--- src/rtl/ncs_cfg.svh ---
`ifndef NCS_CFG_SVH
`define NCS_CFG_SVH
// Notes on behaviour
// - Five per-block bits show whether each block's stored code was fetched.
// - Five per-block bits show whether each detected error is repairable.
// - Five per-block bits give the pass or fail result of each check.
// - Five per-block bits show whether each computed code is valid.
// - One status bit gives direction of last operation: 0 write, 1 read.
// - Two-bit outcome: ok, bad address, partial block, skipped by jump.
// - The outcome field changes only when a calculation finishes.
// - One status bit reads 0 when idle and 1 when busy.
// - Six raw flags: abort, extra block, then data blocks 3 to 0.
// - Status is read-only except low five flags; writing 1 clears.
// - Two-bit extra size field selects 4, 8, 16 or 32 bytes.
// - Extra size and enable exist only when the extra option is built.
// - With extra enabled, a small block after the last 512 bytes is handled.
// - Abort raises the interrupt when the abort enable bit is set.
// - A correct fetched code raises the interrupt when pass enable is set.
// - Reserved upper bits of both registers carry no defined value.
// - Mode field: bypass, compute only, compute store and check; 11 reserved.

// ********************************
// Register offsets
// ********************************
`define NCS_OFS_STATUS   4'h0
`define NCS_OFS_CONFIG   4'h4

// ********************************
// Status field positions
// ********************************
`define NCS_ST_FETCH_HI  29
`define NCS_ST_FETCH_LO  25
`define NCS_ST_FIX_HI    24
`define NCS_ST_FIX_LO    20
`define NCS_ST_FAIL_HI   19
`define NCS_ST_FAIL_LO   15
`define NCS_ST_VALID_HI  14
`define NCS_ST_VALID_LO  10
`define NCS_ST_RNW       9
`define NCS_ST_LAST_HI   8
`define NCS_ST_LAST_LO   7
`define NCS_ST_BUSY      6
`define NCS_ST_FLAG_HI   5
`define NCS_ST_CLR_HI    4
`define NCS_FLAG_ABORT   5
`define NCS_FLAG_EXTRA   4

// ********************************
// Config field positions and values
// ********************************
`define NCS_CF_USED_HI   12
`define NCS_CF_MODE_HI   3
`define NCS_CF_MODE_LO   2
`define NCS_RST_STATUS   32'h0000_0000
`define NCS_RST_LAST     2'h0
`define NCS_RST_CFG      13'h0000
`define NCS_MODE_BYPASS  2'h0
`define NCS_MODE_CALC    2'h1
`define NCS_MODE_STORE   2'h2
`define NCS_XSZ_4        2'h0
`define NCS_XSZ_8        2'h1
`define NCS_XSZ_16       2'h2
`define NCS_BYTES_4      6'h04
`define NCS_BYTES_8      6'h08
`define NCS_BYTES_16     6'h10
`define NCS_BYTES_32     6'h20
`endif

--- src/rtl/ncs_pkg.sv ---
package ncs_pkg;
  // One result report from the correction engine, one bit per block
  typedef struct packed {
    logic [4:0] upd;
    logic [4:0] fetched;
    logic [4:0] can_fix;
    logic [4:0] fail;
    logic [4:0] valid;
  } ncs_res_type;

  typedef struct packed {
    logic [4:0] fetched;
    logic [4:0] can_fix;
    logic [4:0] fail;
    logic [4:0] valid;
  } ncs_flags_type;

  // Same order as config bits 12:0
  typedef struct packed {
    logic [1:0] xsize;
    logic       xen;
    logic       int_abort;
    logic       int_pass;
    logic [7:0] low;
  } ncs_cfg_type;

  typedef enum logic [1:0] {
    NCS_IDLE = 2'b01,
    NCS_BUSY = 2'b10
  } ncs_state_type;
endpackage

--- src/rtl/ncs_blk_flags.sv ---
`include "ncs_cfg.svh"
module ncs_blk_flags #(
  parameter bit EXTRA_OPT = 1'b1
) (
  input  wire logic                  core_clk,
  input  wire logic                  sys_rst,
  input  wire logic                  clr,
  input  wire logic                  xen,
  input  wire ncs_pkg::ncs_res_type  res,
  output ncs_pkg::ncs_flags_type     flags_ff
);
  ncs_pkg::ncs_flags_type nxt_flags;
  logic [4:0]             take;

  // Block 4 is the extra block and only reports when it is built and on
  assign take = {res.upd[4] & xen & EXTRA_OPT, res.upd[3:0]};

  always_comb begin
    nxt_flags = flags_ff;
    if (clr) begin
      nxt_flags = '0;
    end
    for (int i = 0; i < 5; i++) begin
      if (take[i]) begin
        nxt_flags.fetched[i] = res.fetched[i];
        nxt_flags.can_fix[i] = res.can_fix[i];
        nxt_flags.fail[i]    = res.fail[i];
        nxt_flags.valid[i]   = res.valid[i];
      end
    end
  end

  always_ff @(posedge core_clk) begin
    if (sys_rst) begin
      flags_ff <= '0;
    end else begin
      flags_ff <= nxt_flags;
    end
  end
endmodule

--- src/rtl/ncs_regs.sv ---
`include "ncs_cfg.svh"
module ncs_regs #(
  parameter bit EXTRA_OPT = 1'b1
) (
  input  wire logic                  core_clk,
  input  wire logic                  sys_rst,

  // Register access port
  input  wire logic [3:0]            reg_addr,
  input  wire logic                  reg_wr,
  input  wire logic                  reg_rd,
  input  wire logic [31:0]           reg_wdata,
  output logic [31:0]                reg_rdata_ff,

  // Correction engine side
  input  wire logic                  eng_start,
  input  wire logic                  eng_rnw,
  input  wire logic                  eng_done,
  input  wire logic [1:0]            eng_last,
  input  wire logic                  eng_abort,
  input  wire logic [4:0]            eng_pass,
  input  wire ncs_pkg::ncs_res_type  eng_res,

  // Settings toward the engine, plus busy and interrupt outputs
  output ncs_pkg::ncs_cfg_type       cfg_ff,
  output logic                       mode_calc_ff,
  output logic                       mode_store_ff,
  output logic [5:0]                 extra_bytes_ff,
  output logic                       busy_ff,
  output logic                       irq_ff
);

  // ********************************
  // Declarations
  // ********************************
  ncs_pkg::ncs_state_type  state_ff;
  ncs_pkg::ncs_state_type  nxt_state;
  ncs_pkg::ncs_flags_type  blk_flags;
  ncs_pkg::ncs_cfg_type    nxt_cfg;
  logic                    rnw_ff;
  logic                    nxt_rnw;
  logic [1:0]              last_ff;
  logic [1:0]              nxt_last;
  logic [5:0]              raw_ff;
  logic [5:0]              nxt_raw;
  logic [5:0]              raw_set;
  logic [5:0]              raw_clr;
  logic                    sel_status;
  logic                    sel_config;
  logic                    wr_status;
  logic                    wr_config;
  logic                    start_ok;
  logic                    done_ok;
  logic                    nxt_busy;
  logic                    nxt_irq;
  logic                    nxt_calc;
  logic                    nxt_store;
  logic [5:0]              nxt_bytes;
  logic [1:0]              nxt_mode;
  logic [31:0]             status_word;
  logic [31:0]             config_word;
  logic [31:0]             read_word;
  logic [31:0]             nxt_rdata;

  // ********************************
  // Helpers
  // ********************************
  function automatic logic [5:0] xsize_bytes(input logic [1:0] code);
    logic [5:0] b;
    b = `NCS_BYTES_32;
    case (code)
      `NCS_XSZ_4:  b = `NCS_BYTES_4;
      `NCS_XSZ_8:  b = `NCS_BYTES_8;
      `NCS_XSZ_16: b = `NCS_BYTES_16;
      default:     b = `NCS_BYTES_32;
    endcase
    return b;
  endfunction

  // Mode field of a settings word
  function automatic logic [1:0] mode_of(input ncs_pkg::ncs_cfg_type c);
    return c.low[`NCS_CF_MODE_HI:`NCS_CF_MODE_LO];
  endfunction

  // ********************************
  // Address decode
  // ********************************
  assign sel_status = (reg_addr == `NCS_OFS_STATUS);
  assign sel_config = (reg_addr == `NCS_OFS_CONFIG);
  assign wr_status  = reg_wr & sel_status;
  assign wr_config  = reg_wr & sel_config;

  // ********************************
  // Activity tracking
  // ********************************
  // A start seen while busy is ignored so the captured direction stays
  // tied to the calculation that is actually running
  assign start_ok = eng_start & (state_ff == ncs_pkg::NCS_IDLE);
  assign done_ok  = eng_done & (state_ff == ncs_pkg::NCS_BUSY);

  always_comb begin
    nxt_state = state_ff;
    // A done and a start in one busy cycle: the done wins and the start is
    // dropped, so the engine must leave a cycle between them
    case (state_ff)
      ncs_pkg::NCS_IDLE: begin
        if (eng_start) begin
          nxt_state = ncs_pkg::NCS_BUSY;
        end
      end
      ncs_pkg::NCS_BUSY: begin
        if (eng_done) begin
          nxt_state = ncs_pkg::NCS_IDLE;
        end
      end
      default: begin
        nxt_state = ncs_pkg::NCS_IDLE;
      end
    endcase
  end

  // Busy comes from the next state so the status bit and the output toggle
  // on the same edge as the state itself
  assign nxt_busy = (nxt_state == ncs_pkg::NCS_BUSY);

  always_ff @(posedge core_clk) begin
    if (sys_rst) begin
      state_ff <= ncs_pkg::NCS_IDLE;
    end else begin
      state_ff <= nxt_state;
    end
  end

  always_ff @(posedge core_clk) begin
    if (sys_rst) begin
      busy_ff <= 1'b0;
    end else begin
      busy_ff <= nxt_busy;
    end
  end

  // ********************************
  // Direction and outcome
  // ********************************
  assign nxt_rnw  = start_ok ? eng_rnw : rnw_ff;
  // Only an accepted done moves the outcome, so a stray done while idle
  // cannot overwrite a result that software has not read yet
  assign nxt_last = done_ok ? eng_last : last_ff;

  always_ff @(posedge core_clk) begin
    if (sys_rst) begin
      rnw_ff <= 1'b0;
    end else begin
      rnw_ff <= nxt_rnw;
    end
  end

  always_ff @(posedge core_clk) begin
    if (sys_rst) begin
      last_ff <= `NCS_RST_LAST;
    end else begin
      last_ff <= nxt_last;
    end
  end

  // ********************************
  // Per-block results
  // ********************************
  // Results of the previous calculation are wiped when a new one starts
  ncs_blk_flags #(
    .EXTRA_OPT (EXTRA_OPT)
  ) u_blk_flags (
    .core_clk  (core_clk),
    .sys_rst   (sys_rst),
    .clr       (start_ok),
    .xen       (cfg_ff.xen),
    .res       (eng_res),
    .flags_ff  (blk_flags)
  );

  // ********************************
  // Raw interrupt flags
  // ********************************
  // Extra block pass only counts when that block is built and enabled
  // Bit order: abort, extra block, then data blocks 3 down to 0
  assign raw_set = {eng_abort,
                    eng_pass[`NCS_FLAG_EXTRA] & cfg_ff.xen & EXTRA_OPT,
                    eng_pass[3:0]};

  // Only the low five flags take a write; abort has no write path, so it
  // is dropped when the next calculation starts instead
  assign raw_clr = {start_ok,
                    wr_status ? reg_wdata[`NCS_ST_CLR_HI:0] : 5'h00};

  // A set in the same cycle as its clear wins, so no event is lost.
  // The interrupt is built from this next value, so it drops on the same
  // edge as the clearing write rather than one cycle later
  assign nxt_raw = (raw_ff & ~raw_clr) | raw_set;

  always_ff @(posedge core_clk) begin
    if (sys_rst) begin
      raw_ff <= 6'h00;
    end else begin
      raw_ff <= nxt_raw;
    end
  end

  // ********************************
  // Interrupt output
  // ********************************
  assign nxt_irq = (nxt_raw[`NCS_FLAG_ABORT] & cfg_ff.int_abort)
                 | ((|nxt_raw[`NCS_FLAG_EXTRA:0]) & cfg_ff.int_pass);

  always_ff @(posedge core_clk) begin
    if (sys_rst) begin
      irq_ff <= 1'b0;
    end else begin
      irq_ff <= nxt_irq;
    end
  end

  // ********************************
  // Configuration register
  // ********************************
  // No busy interlock here: software is expected to poll busy first, and
  // a write while busy takes effect at once
  always_comb begin
    nxt_cfg = cfg_ff;
    if (wr_config) begin
      nxt_cfg = ncs_pkg::ncs_cfg_type'(reg_wdata[`NCS_CF_USED_HI:0]);
    end
    if (!EXTRA_OPT) begin
      nxt_cfg.xsize = `NCS_XSZ_4;
      nxt_cfg.xen   = 1'b0;
    end
  end

  // Reserved mode 11 is treated as bypass
  assign nxt_mode  = mode_of(nxt_cfg);
  assign nxt_calc  = (nxt_mode == `NCS_MODE_CALC) | (nxt_mode == `NCS_MODE_STORE);
  assign nxt_store = (nxt_mode == `NCS_MODE_STORE);
  assign nxt_bytes = nxt_cfg.xen ? xsize_bytes(nxt_cfg.xsize) : 6'h00;

  always_ff @(posedge core_clk) begin
    if (sys_rst) begin
      cfg_ff <= ncs_pkg::ncs_cfg_type'(`NCS_RST_CFG);
    end else begin
      cfg_ff <= nxt_cfg;
    end
  end

  // The decoded copies are registered beside the settings, so the engine
  // never sees a mode that disagrees with the stored field
  always_ff @(posedge core_clk) begin
    if (sys_rst) begin
      mode_calc_ff  <= 1'b0;
      mode_store_ff <= 1'b0;
    end else begin
      mode_calc_ff  <= nxt_calc;
      mode_store_ff <= nxt_store;
    end
  end

  always_ff @(posedge core_clk) begin
    if (sys_rst) begin
      extra_bytes_ff <= 6'h00;
    end else begin
      extra_bytes_ff <= nxt_bytes;
    end
  end

  // ********************************
  // Read path
  // ********************************
  // A read in the same cycle as an event returns the value from before
  // that event; the event shows on the next read
  // Reserved bits are free to read as anything; zero is the cheapest
  always_comb begin
    status_word = `NCS_RST_STATUS;
    status_word[`NCS_ST_FETCH_HI:`NCS_ST_FETCH_LO] = blk_flags.fetched;
    status_word[`NCS_ST_FIX_HI:`NCS_ST_FIX_LO]     = blk_flags.can_fix;
    status_word[`NCS_ST_FAIL_HI:`NCS_ST_FAIL_LO]   = blk_flags.fail;
    status_word[`NCS_ST_VALID_HI:`NCS_ST_VALID_LO] = blk_flags.valid;
    status_word[`NCS_ST_RNW]                       = rnw_ff;
    status_word[`NCS_ST_LAST_HI:`NCS_ST_LAST_LO]   = last_ff;
    status_word[`NCS_ST_BUSY]                      = busy_ff;
    status_word[`NCS_ST_FLAG_HI:0]                 = raw_ff;
  end

  assign config_word = {19'h00000, cfg_ff};

  assign read_word = sel_status ? status_word :
                     sel_config ? config_word : 32'h0000_0000;

  // Read data are held until the next read so a slow reader sees them
  assign nxt_rdata = reg_rd ? read_word : reg_rdata_ff;

  always_ff @(posedge core_clk) begin
    if (sys_rst) begin
      reg_rdata_ff <= 32'h0000_0000;
    end else begin
      reg_rdata_ff <= nxt_rdata;
    end
  end

endmodule

--- config.mk ---
export PLATFORM = sky130hd
export DESIGN_NAME = ncs_regs
export DESIGN_NICKNAME = d
export VERILOG_FILES = /design/src/rtl/ncs_pkg.sv /design/src/rtl/ncs_blk_flags.sv /design/src/rtl/ncs_regs.sv
export VERILOG_INCLUDE_DIRS = /design/src /design/src/rtl
export SDC_FILE = /design/constraint.sdc
export NUM_CORES = 1
export LEC_CHECK = 0
export ABC_AREA = 0
export BUFFER_PORTS_ARGS = -buffer_cell sky130_fd_sc_hd__buf_4
export CAP_MARGIN = 20
export CORE_AREA = 2 2 105 107
export DETAILED_ROUTE_END_ITERATION = 12
export DIE_AREA = 0 0 107 109
export PLACE_DENSITY_LB_ADDON = 0.05
export SETUP_SLACK_MARGIN = 0.1
export SLEW_MARGIN = 20
export SYNTH_ARGS = -nofsm -noshare
export SYNTH_HDL_FRONTEND = slang
export SYNTH_SLANG_ARGS = --single-unit
--- constraint.sdc ---
create_clock -name core_clk -period 5.25 [get_ports core_clk]
set_input_delay 1.05 -clock core_clk [delete_from_list [all_inputs] [get_ports core_clk]]
set_output_delay 1.05 -clock core_clk [all_outputs]
set_load 0.1 [all_outputs]
### Yosys cells after proc, flatten, opt, wreduce, memory -nomap -nowiden

Index checks and enable logic that the tools add are counted.

* output and inout port bits: 55
* bits of input ports: 76
* bits in registers: 86
* latch bits: 0
* memory bits (read-only): 0
* word-level logic and storage cells: 96
* RAM bits: 0
* memories: 0

* bitwise operators: 14
* shift operators: 0
* eq/ne operators: 8
* add/subtract/negate cells: 0
* multipliers: 0
* magnitude comparators: 0
* muxes and demuxes: 29
* divide/modulo/power cells: 0
* reductions and logical operators: 9

Operator list (count)
* $mux W30: 1
* $mux W13: 2
* $mux W1: 20
* $mux W20: 1
* $pmux W6 S3: 1
* $reduce_bool A2 Y1: 5
* $and A1 B1 Y1: 8
* $eq A2 B2 Y1 const B: 4
* $and A6 B6 Y6: 1
* $eq A2 B1 Y1 const B: 3
* $not A6 Y6: 1
* $or A6 B6 Y6: 1
* $mux W5: 1
* $reduce_or A5 Y1: 1
* $eq A4 B3 Y1 const B: 1
* $logic_not A4 Y1: 1
* $mux W2: 2
* $pmux W2 S2: 1
* $logic_not A2 Y1: 1
* $or A1 B1 Y1: 2
* $reduce_or A2 Y1: 1
* $not A1 Y1: 1

### Longest topological paths before layout

Gate-level depths: netlist of run 1.

* word-level depth: 9
* depth in mapped cells: 6
* mapped depth without buffers: 6

### Hierarchy

A second synthesis of run 1 with hierarchy kept.

* cells, all modules: 373
* area, all modules: 3449.6 sq um

By module, submodules not included
* ncs_regs: area an instance 2472.4 sq um, seq. area each 1241.2 sq um, cells an instance 284, instances 1
* ncs_blk_flags: area an instance 977.2 sq um, seq. area each 400.4 sq um, cells an instance 89, instances 1

### Least setup slack after synthesis of run 1

Ideal clock, no wire load.

* path kind: input-to-reg
* start point: in reg_addr[3]
* end point: reg mode_calc_ff
* data arrival time: 2.413 ns
* buffers on the path: 1
* required time: 5.124 ns
* stages on the path: 6
* library setup time: 0.126 ns
* setup slack: 2.711 ns
* cells stage by stage: nor4b_4 and2_1 buf_2 mux2_1 ha_1 nor2_1

RTL lines
* start: declaration: RTL line ncs_regs.sv:9 `input wire logic [3:0] reg_addr,`
* end signal: assignment: RTL line ncs_regs.sv:259 `mode_calc_ff <= nxt_calc;`
* end: declaration: RTL line ncs_regs.sv:26 `output logic mode_calc_ff,`

==> results of run 1 <==
==> through the flow <==
step,setup slack (ns),hold slack (ns)
5_1_grt,2.23,0.500
3_5_place_dp,2.00,0.453
4_1_cts,2.37,0.464
6_report,2.42,0.462
2_1_floorplan,2.71,0.437
3_3_place_gp,1.99,0.451
==> cell usage after synthesis, types with 2 or more instances <==
master     n
dfxtp_1   82
nor4_2     2
nor2_1    27
a211oi_1  13
nand2b_1  17
buf_4      6
mux2i_1    2
clkbuf_1  16
and2_1     3
ha_1       3
a31oi_1    5
buf_2      4
nor2b_1    9
o21ai_0    2
a32oi_1    4
inv_1      5
nand3b_1  16
nand2_1   45
buf_1      4
a22oi_1   13
nand3_1   21
a21oi_1   53
o21ba_2    2
==> path summary, 6_finish.rpt <==
path / start / endpoint / slack [ns] / cells after the start
max: reg_addr[3] / mode_calc_ff / 2.42 / 6
min: last_ff[1] / last_ff[1] / 0.46 / 2
max reg2reg: state_ff[1] / irq_ff / 3.66 / 6
min reg2reg: last_ff[1] / last_ff[1] / 0.46 / 2
==> cells by family after synthesis <==
logic type / after synthesis / synth area share, %
other: 1 / 0.116
AOI/OAI and AO/OA: 96 / 18.3
and+or+nand+nor: 145 / 23.5
muxes: 3 / 0.971
buffers and inverters: 35 / 4.93
DFF: 82 / 51.0
adders and majority gates: 3 / 1.17
==> flip-flops by register name (all words and copies together) (netlist names), 2 cells and up <==
register,count
extra_bytes_ff,4
state_ff,2
u_blk_flags.flags_ff,20
reg_rdata_ff,30
raw_ff,6
cfg_ff,13
last_ff,2
==> power groups by stage <==
stage	Sequential [W]	Combinational, W	Clock, W
after floorplan	0.000745	0.000108	0
after global placement	0.000681	0.000253	0
after detailed placement	0.000682	0.000253	0
after CTS	0.000667	0.000254	0.000524
after global routing	0.000671	0.000271	0.000551
final	0.000667	0.000251	0.000508
==> worst reg2reg max path, delay by kind of cell, from the launching register on <==
| family | cells | cell delay, ns |
|---|---|---|
| compound gates | 4 | 0.87 |
| fa+ha+maj | 1 | 0.21 |
| buf+inv | 1 | 0.07 |
| flops | 1 | 0.33 |
==> layout make-up <==
type,instances,area (µm²)
multi-input combinational,251,1440
clock inverter,4,75.1
clock buffer,12,145
timing repair buffer,109,818
tap,140,175
inverter,5,18.8
fill,1132,6290
sequential,82,1640
==> layer usage <==
metal	up-vias	part of all wire, %
met5	-	0
met4	0	1.3
met3	11	4.2
met2	63	47
met1	1308	47
li1	1447	-
==> flow_summary_export.csv, run 1 <==
group,metric,value,unit
status,status,"complete, no violations",
min_path,worst_hold_path_type,"reg -> reg",
global_routing,antenna_found_initial,0,
logic_synthesis,syn_inst,365,
logic_synthesis,async_flop_share,0,%
clock_tree,cts_tree,"built",
global_routing,grt_max_degree,80,
floorplan,die_area,0.0117,mm²
logic_synthesis,synth.avg_cell_area,8.83,µm²
logic_synthesis,synth.cell_area,0.00322,mm²
logic_synthesis,yosys_most_used_dff,"dfxtp_1",
finish,final_cells,603,
clock_tree,hold_buffers,0,
floorplan,start_util,30.4,%
worst_setup_path,end_kind,"register",
global_routing,grt_usage,15.5,%
drt,avgRoutedWirePerCell,14.7,µm
sta,fin_crit_sh,53.8,%
sta,finClkSkew,0.0106,ns
sta,period_minus_slack,2.83,ns
global_routing,grt_first_pass_wirelength,13800,µm
finish,final_cell_mix,"109 x buf_4, 82 x dfxtp_1, 53 x a21oi_1",
drt,drt_iter0_markers,117,
sta,setup_violations,0,
logic_synthesis,synth_area_leaders,"dfxtp_1 51%, a21oi_1 8.2%, nand2_1 5.2%",
worst_setup_path,cp_slowest_cell,"and2_1",
clock_tree,clkSinkCount,82,
finish,antenna_cells,0,
logic_synthesis,ys_warn_count,0,
sta,hold_viol,0,
power_and_ir_drop,swShare,29.3,%
power_and_ir_drop,pwr-share-seq,46.8,%
global_routing,met1_usage,20.3,%
worst_setup_path,slowest_delay,0.63,ns
worst_setup_path,worst-path-buf-inv,1,
clock_tree,htree_levels,3,
drt,vias,2829,
placed_design,place.port_buffers,107,
sta,relSlewSlack,42.4,%
drt,routed_via_density,4.69,
drt,firstDrtPassIters,4,
worst_setup_path,crit_required,5.47,ns
power_and_ir_drop,power_per_cell_area,330,mW/mm²
worst_setup_path,cpLargestDelayFamily,"simple AND/OR/NAND/NOR gates",
global_routing,met3_usage,3.59,%
worst_setup_path,worstSetupStartpointType,"input port",
floorplan,boundaryPins,131,
placed_design,placed_cells,587,
logic_synthesis,yosysTopAreaCell,"dfxtp_1",
power_and_ir_drop,comb_power_share,17.6,%
floorplan,rows,38,
drt,drc,0,
floorplan,chipWidth,107,µm
worst_setup_path,crit_chain,"buf_4, nor4b_4, and2_1, mux2_1, ha_1, nor2_1",
clock_tree,clkTransAtPathRegs,0.09,ns
global_routing,grt_pass1_vias,2697,
job,maxCapViolations,0,
clock_tree,cts_buffers,9,
finish,layout-drive-gt1-share,27.9,%
clock_tree,cts_resized,0,
worst_setup_path,path_class,"in -> reg",
placed_design,globalplace.congestion,0.732,
sta,tightest_slew,0.863,ns
global_routing,grt.overflow.total,0,
power_and_ir_drop,power,0.00143,W
placed_design,place_area,0.00410,mm²
power_and_ir_drop,intPower,0.00101,W
global_routing,busiest_layer,"met2",
drt,wirelength,8840,µm
logic_synthesis,synth_edf_count,0,
clock_tree,postCtsSetupRepairBufs,0,
power_and_ir_drop,clkPwrFrac,35.6,%
clock_tree,cts_buffer_depth,2,
clock_tree,clock_latency,0.35,ns
finish,finalInstanceArea,0.00432,mm²
sta,fmax,354,MHz
clock_tree,clockRootBuffer,"clkbuf_8",
logic_synthesis,ys_types,34,
worst_setup_path,cp_max_fo,14,
finish,fin_util,40.7,%
sta,setup_tns,0,ns
floorplan,die_height,109,µm
drt,drtAntennaViolNets,0,
logic_synthesis,synth_seq_cells,82,
sta,rsz0062_at_grt,"false",
finish,final_nets,537,
sta,drv_slew,0,
power_and_ir_drop,peakVddDrop,0.135,mV
finish,final_common_cell,"buf_4",
worst_setup_path,worstPathArrival,3.04,ns
global_routing,gr-usage-met2,25.0,%
logic_synthesis,synth_top_area_share,51.0,%
floorplan,core-area,0.0106,mm²
power_and_ir_drop,p_switching,0.000417,W
finish,syn_to_final_growth,33.9,%
placed_design,dpl.hpwl,5910,µm
logic_synthesis,ys_seq_area_share,51.0,%
power_and_ir_drop,p_leak,1.69,nW
Power figures use the tool's default switching activity.
==> run 2: changes to the inputs <==
clock period = 2.3 ns   (was 5.25 ns; I/O delays follow)
==> flow_summary_export.csv, run 2 (synthesis gave the netlist of run 1 again) <==
group,metric,value,unit
worst_setup_path,r2r_setup_slack,0.75,ns
finish,final_cell_mix,"115 x buf_4, 82 x dfxtp_1, 53 x a21oi_1",
floorplan,boundaryPins,131,
clock_tree,clock_latency,0.35,ns
power_and_ir_drop,power_per_cell_area,743,mW/mm²
floorplan,die_height,109,µm
global_routing,grt_first_pass_wirelength,14200,µm
clock_tree,cts_buffer_depth,2,
worst_setup_path,end_kind,"output pin",
clock_tree,clockRootBuffer,"clkbuf_8",
drt,drc,0,
status,status,"complete, no violations",
finish,top_regs,"reg_rdata_ff (30), u_blk_flags.flags_ff (20), cfg_ff (13)",
sta,relSlewSlack,61.8,%
drt,vias,2874,
worst_setup_path,r2r_end,"irq_ff",
sta,rsz0062_at_grt,"false",
finish,largest_register_ffs,30,
finish,fin_util,41.0,%
clock_tree,clkSinkCount,82,
sta,drv_slew,0,
sta,finClkSkew,0.0149,ns
floorplan,core-area,0.0106,mm²
global_routing,grt_usage,15.9,%
clock_tree,clkTransAtPathRegs,0.09,ns
sta,hold_viol,0,
min_path,worst_hold_path_type,"in -> reg",
power_and_ir_drop,p_leak,1.71,nW
floorplan,start_util,30.4,%
placed_design,place_area,0.00414,mm²
global_routing,grt_pass1_vias,2713,
finish,antenna_cells,0,
finish,largest_register,"reg_rdata_ff",
drt,drt_iter0_markers,95,
power_and_ir_drop,power,0.00324,W
job,maxCapViolations,0,
drt,drtAntennaViolNets,0,
worst_setup_path,cpLargestDelayFamily,"flip-flops",
worst_setup_path,worst-path-buf-inv,1,
worst_setup_path,cp_max_fo,12,
worst_setup_path,crit_required,1.84,ns
worst_setup_path,path_depth,1,
sta,tightest_slew,0.574,ns
worst_setup_path,crit_path_end,"cfg_ff[10]",
worst_setup_path,worstSetupStartpointType,"register",
worst_setup_path,r2r_cells,6,
sta,period_minus_slack,1.82,ns
finish,final_common_cell,"buf_4",
worst_setup_path,worstPathArrival,1.36,ns
worst_setup_path,r2r-start,"state_ff[1]",
floorplan,die_area,0.0117,mm²
clock_tree,postCtsSetupRepairBufs,0,
drt,wirelength,8990,µm
finish,fillers,1127,
worst_setup_path,path_class,"reg -> out",
placed_design,globalplace.congestion,0.829,
clock_tree,hold_buffers,0,
global_routing,grt_max_degree,61,
clock_tree,cts_resized,0,
sta,fin_crit_sh,79.2,%
drt,avgRoutedWirePerCell,14.8,µm
sta,setup_tns,0,ns
worst_setup_path,startpoint,"cfg_ff[10]",
finish,finalInstanceArea,0.00435,mm²
sta,setup_ws,0.479,ns
finish,final_nets,543,
clock_tree,htree_levels,3,
global_routing,antenna_found_initial,0,
worst_setup_path,crit_chain,"buf_4",
global_routing,grt.overflow.total,0,
power_and_ir_drop,peakVddDrop,0.263,mV
placed_design,dp_slack,0.307,ns
drt,routed_via_density,4.72,
clock_tree,cts_buffers,9,
drt,firstDrtPassIters,4,
finish,syn_to_final_growth,35.1,%
floorplan,chipWidth,107,µm
floorplan,rows,38,
sta,setup_violations,0,
clock_tree,cts_tree,"built",
placed_design,place.port_buffers,107,
finish,layout-drive-gt1-share,28.6,%
placed_design,dpl.hpwl,6190,µm
worst_setup_path,slowest_delay,0.64,ns
worst_setup_path,cp_slowest_cell,"dfxtp_1",
sta,fmax,549,MHz
run 2: final cells by class:
| cell class | count | area, µm² | area share [%] |
|---|---|---|---|
| flip-flops and latches | 82 | 1640 | 37.7 |
| multi-input cells | 251 | 1440 | 33.1 |
| repair buffers | 115 | 863 | 19.8 |
| well taps | 140 | 175 | 4.03 |
| clock buffers | 12 | 135 | 3.11 |
| clock inverters | 4 | 76.3 | 1.75 |
| inverters | 5 | 18.8 | 0.431 |
run 2: stage by stage:
stage | std cells | hold WS (ns)
floorplan | 368 | 0.437
global placement | 593 | 0.448
detailed placement | 593 | 0.450
CTS | 609 | 0.333
global route | 609 | 0.330
finish | 609 | 0.347
run 2: where the power goes:
group / switching, W / internal [W] / leakage, nW / total (W)
Sequential: 0.0000379 / 0.00148 / 0.668 / 0.00152
Clock: 0.000511 / 0.000616 / 0.101 / 0.00113
Combinational: 0.000400 / 0.000187 / 0.944 / 0.000587
run 2: how the worst min path moves through the flow:
stage	start	depth (start not counted)	endpoint
3_3_place_gp	last_ff[0]	2	last_ff[0]
5_1_grt	reg_wdata[6]	3	cfg_ff[6]
4_1_cts	reg_wdata[8]	3	cfg_ff[8]
6_report	reg_wdata[8]	3	cfg_ff[8]
3_5_place_dp	last_ff[0]	2	last_ff[0]
2_1_floorplan	last_ff[0]	2	last_ff[0]
run 2: layer usage:
layer	up-vias	wire, µm	track usage (%)
met5	-	0	0
met4	0	94	4.73
met3	7	427	4.48
met2	67	4260	25.1
met1	1344	4210	21.1
li1	1456	-	-
==> run 3: changes to the inputs <==
clock period = 1.5 ns   (was 2.3 ns; I/O delays follow)
==> flow_summary_export.csv, run 3 (synthesis gave the netlist of run 1 again) <==
group,metric,value,unit
worst_setup_path,r2r_setup_slack,0.12,ns
sta,drv_slew,0,
drt,avgRoutedWirePerCell,15.2,µm
worst_setup_path,end_kind,"register",
finish,largest_register_ffs,30,
drt,vias,2927,
finish,layout-drive-gt1-share,36.6,%
finish,fillers,1041,
placed_design,dpl.hpwl,6770,µm
worst_setup_path,worstSetupStartpointType,"register",
power_and_ir_drop,power,0.00555,W
drt,drt_iter0_markers,99,
sta,setup_violations,0,
sta,setup_tns,0,ns
power_and_ir_drop,comb_power_share,19.3,%
drt,firstDrtPassIters,4,
power_and_ir_drop,clkPwrFrac,38.3,%
power_and_ir_drop,swShare,27.9,%
worst_setup_path,r2r_cells,6,
floorplan,chipWidth,107,µm
sta,period_minus_slack,1.38,ns
drt,wirelength,9510,µm
power_and_ir_drop,pwr-share-seq,42.4,%
drt,drc,0,
clock_tree,cts_buffer_depth,2,
clock_tree,clock_latency,0.35,ns
power_and_ir_drop,intPower,0.00400,W
global_routing,grt_usage,16.2,%
sta,finClkSkew,0.00982,ns
floorplan,core-area,0.0106,mm²
finish,final_nets,558,
power_and_ir_drop,power_per_cell_area,1180,mW/mm²
placed_design,dp_slack,-0.228,ns
worst_setup_path,path_class,"reg -> reg",
sta,hold_viol,0,
worst_setup_path,startpoint,"state_ff[1]",
finish,top_regs,"reg_rdata_ff (30), u_blk_flags.flags_ff (20), cfg_ff (13)",
min_path,worst_hold_path_type,"in -> reg",
worst_setup_path,cp_max_fo,3,
worst_setup_path,worstPathArrival,1.62,ns
finish,antenna_cells,0,
global_routing,grt_first_pass_wirelength,14500,µm
worst_setup_path,r2r_end,"irq_ff",
sta,setup_ws,0.116,ns
global_routing,grt.overflow.total,0,
drt,drtAntennaViolNets,0,
floorplan,die_area,0.0117,mm²
status,status,"complete, no violations",
finish,final_cell_mix,"124 x buf_4, 67 x dfxtp_1, 52 x a21oi_1",
min_path,min-delay-start,"reg_wdata[5]",
clock_tree,clockRootBuffer,"clkbuf_8",
clock_tree,cts_tree,"built",
clock_tree,clkTransAtPathRegs,0.09,ns
power_and_ir_drop,p_leak,1.86,nW
worst_setup_path,r2r-start,"state_ff[1]",
sta,fin_crit_sh,92.3,%
power_and_ir_drop,p_switching,0.00155,W
global_routing,grt_max_degree,30,
floorplan,rows,38,
floorplan,boundaryPins,131,
worst_setup_path,crit_path_end,"irq_ff",
sta,fmax,723,MHz
global_routing,grt_pass1_vias,2817,
power_and_ir_drop,peakVddDrop,0.699,mV
job,maxCapViolations,0,
global_routing,antenna_found_initial,0,
finish,syn_to_final_growth,45.4,%
floorplan,die_height,109,µm
clock_tree,cts_buffers,9,
finish,largest_register,"reg_rdata_ff",
placed_design,globalplace.congestion,0.752,
worst_setup_path,crit_required,1.73,ns
clock_tree,htree_levels,3,
floorplan,start_util,30.4,%
drt,routed_via_density,4.69,
finish,final_common_cell,"buf_4",
placed_design,place.port_buffers,107,
clock_tree,clkSinkCount,82,
sta,rsz0062_at_grt,"true",
[run 3: cell types whose count changed in the layout (fill, tap and decap cells not counted), moves of 2 or more]
cell and change:
dfxtp_2 +15, bufinv_16 +2, buf_12 +5, clkbuf_1 -2, ha_4 +2, ha_1 -2, dfxtp_1 -15, buf_4 +9
[run 3: cell type report]
cell class / instances / area [µm²] / share of cell area [%]
Inverter: 5 / 18.8 / 0.401
Multi-Input combinational cell: 251 / 1520 / 32.5
Timing Repair Buffer: 130 / 1040 / 22.2
Tap cell: 140 / 175 / 3.74
Sequential cell: 82 / 1660 / 35.4
Clock inverter: 5 / 125 / 2.67
Clock buffer: 11 / 141 / 3.02
[run 3: worst max-delay path, stage by stage, from the launching register on]
cell and delay (ns):
dfxtp_2 0.33, inv_2 0.07, ha_4 0.14, a21boi_2 0.05, o21ba_4 0.23, a2111oi_4 0.33, a31oi_1 0.11
[run 3: worst min path at each step]
stage                      to  slack, ns  depth (start not counted)
detailed placement     rnw_ff       0.46                          2
global placement    cfg_ff[0]       0.45                          2
global route        cfg_ff[6]       0.17                          3
floorplan           cfg_ff[0]       0.43                          2
finish              cfg_ff[5]       0.18                          3
CTS                 cfg_ff[5]       0.17                          3
[run 3: power groups by stage]
stage / Combinational (W) / Sequential (W) / Clock (W)
global route: 0.00115 / 0.00236 / 0.00228
global placement: 0.000987 / 0.00239 / 0
floorplan: 0.000383 / 0.00261 / 0
detailed placement: 0.00100 / 0.00239 / 0
finish: 0.00107 / 0.00235 / 0.00213
CTS: 0.00101 / 0.00234 / 0.00218
[run 3: what timing repair did]
item	4_1_cts	5_1_grt
resized for setup	4	13
setup endpoints to repair	6	26
endpoints found under the hold margin	0	0
pin swaps	2	7
hold buffers	0	0
setup buffers	0	2
[run 3: routing by layer]
layer	GRT usage [%]	wire, µm	up-vias
li1	-	-	1487
met1	22.8	4710	1353
met2	24.6	4230	81
met3	3.83	497	6
met4	5.01	81	0
met5	0	0	-
[run 3: through the flow]
stage | area, µm² | std cells | utilization (%) | hold slack [ns]
2_1_floorplan | 3300 | 368 | - | 0.429
4_1_cts | 4620 | 622 | 43.6 | 0.171
3_3_place_gp | 4340 | 606 | 40.9 | 0.454
5_1_grt | 4680 | 624 | 44.2 | 0.170
6_report | 4680 | 624 | 44.2 | 0.183
3_5_place_dp | 4340 | 606 | 40.9 | 0.460
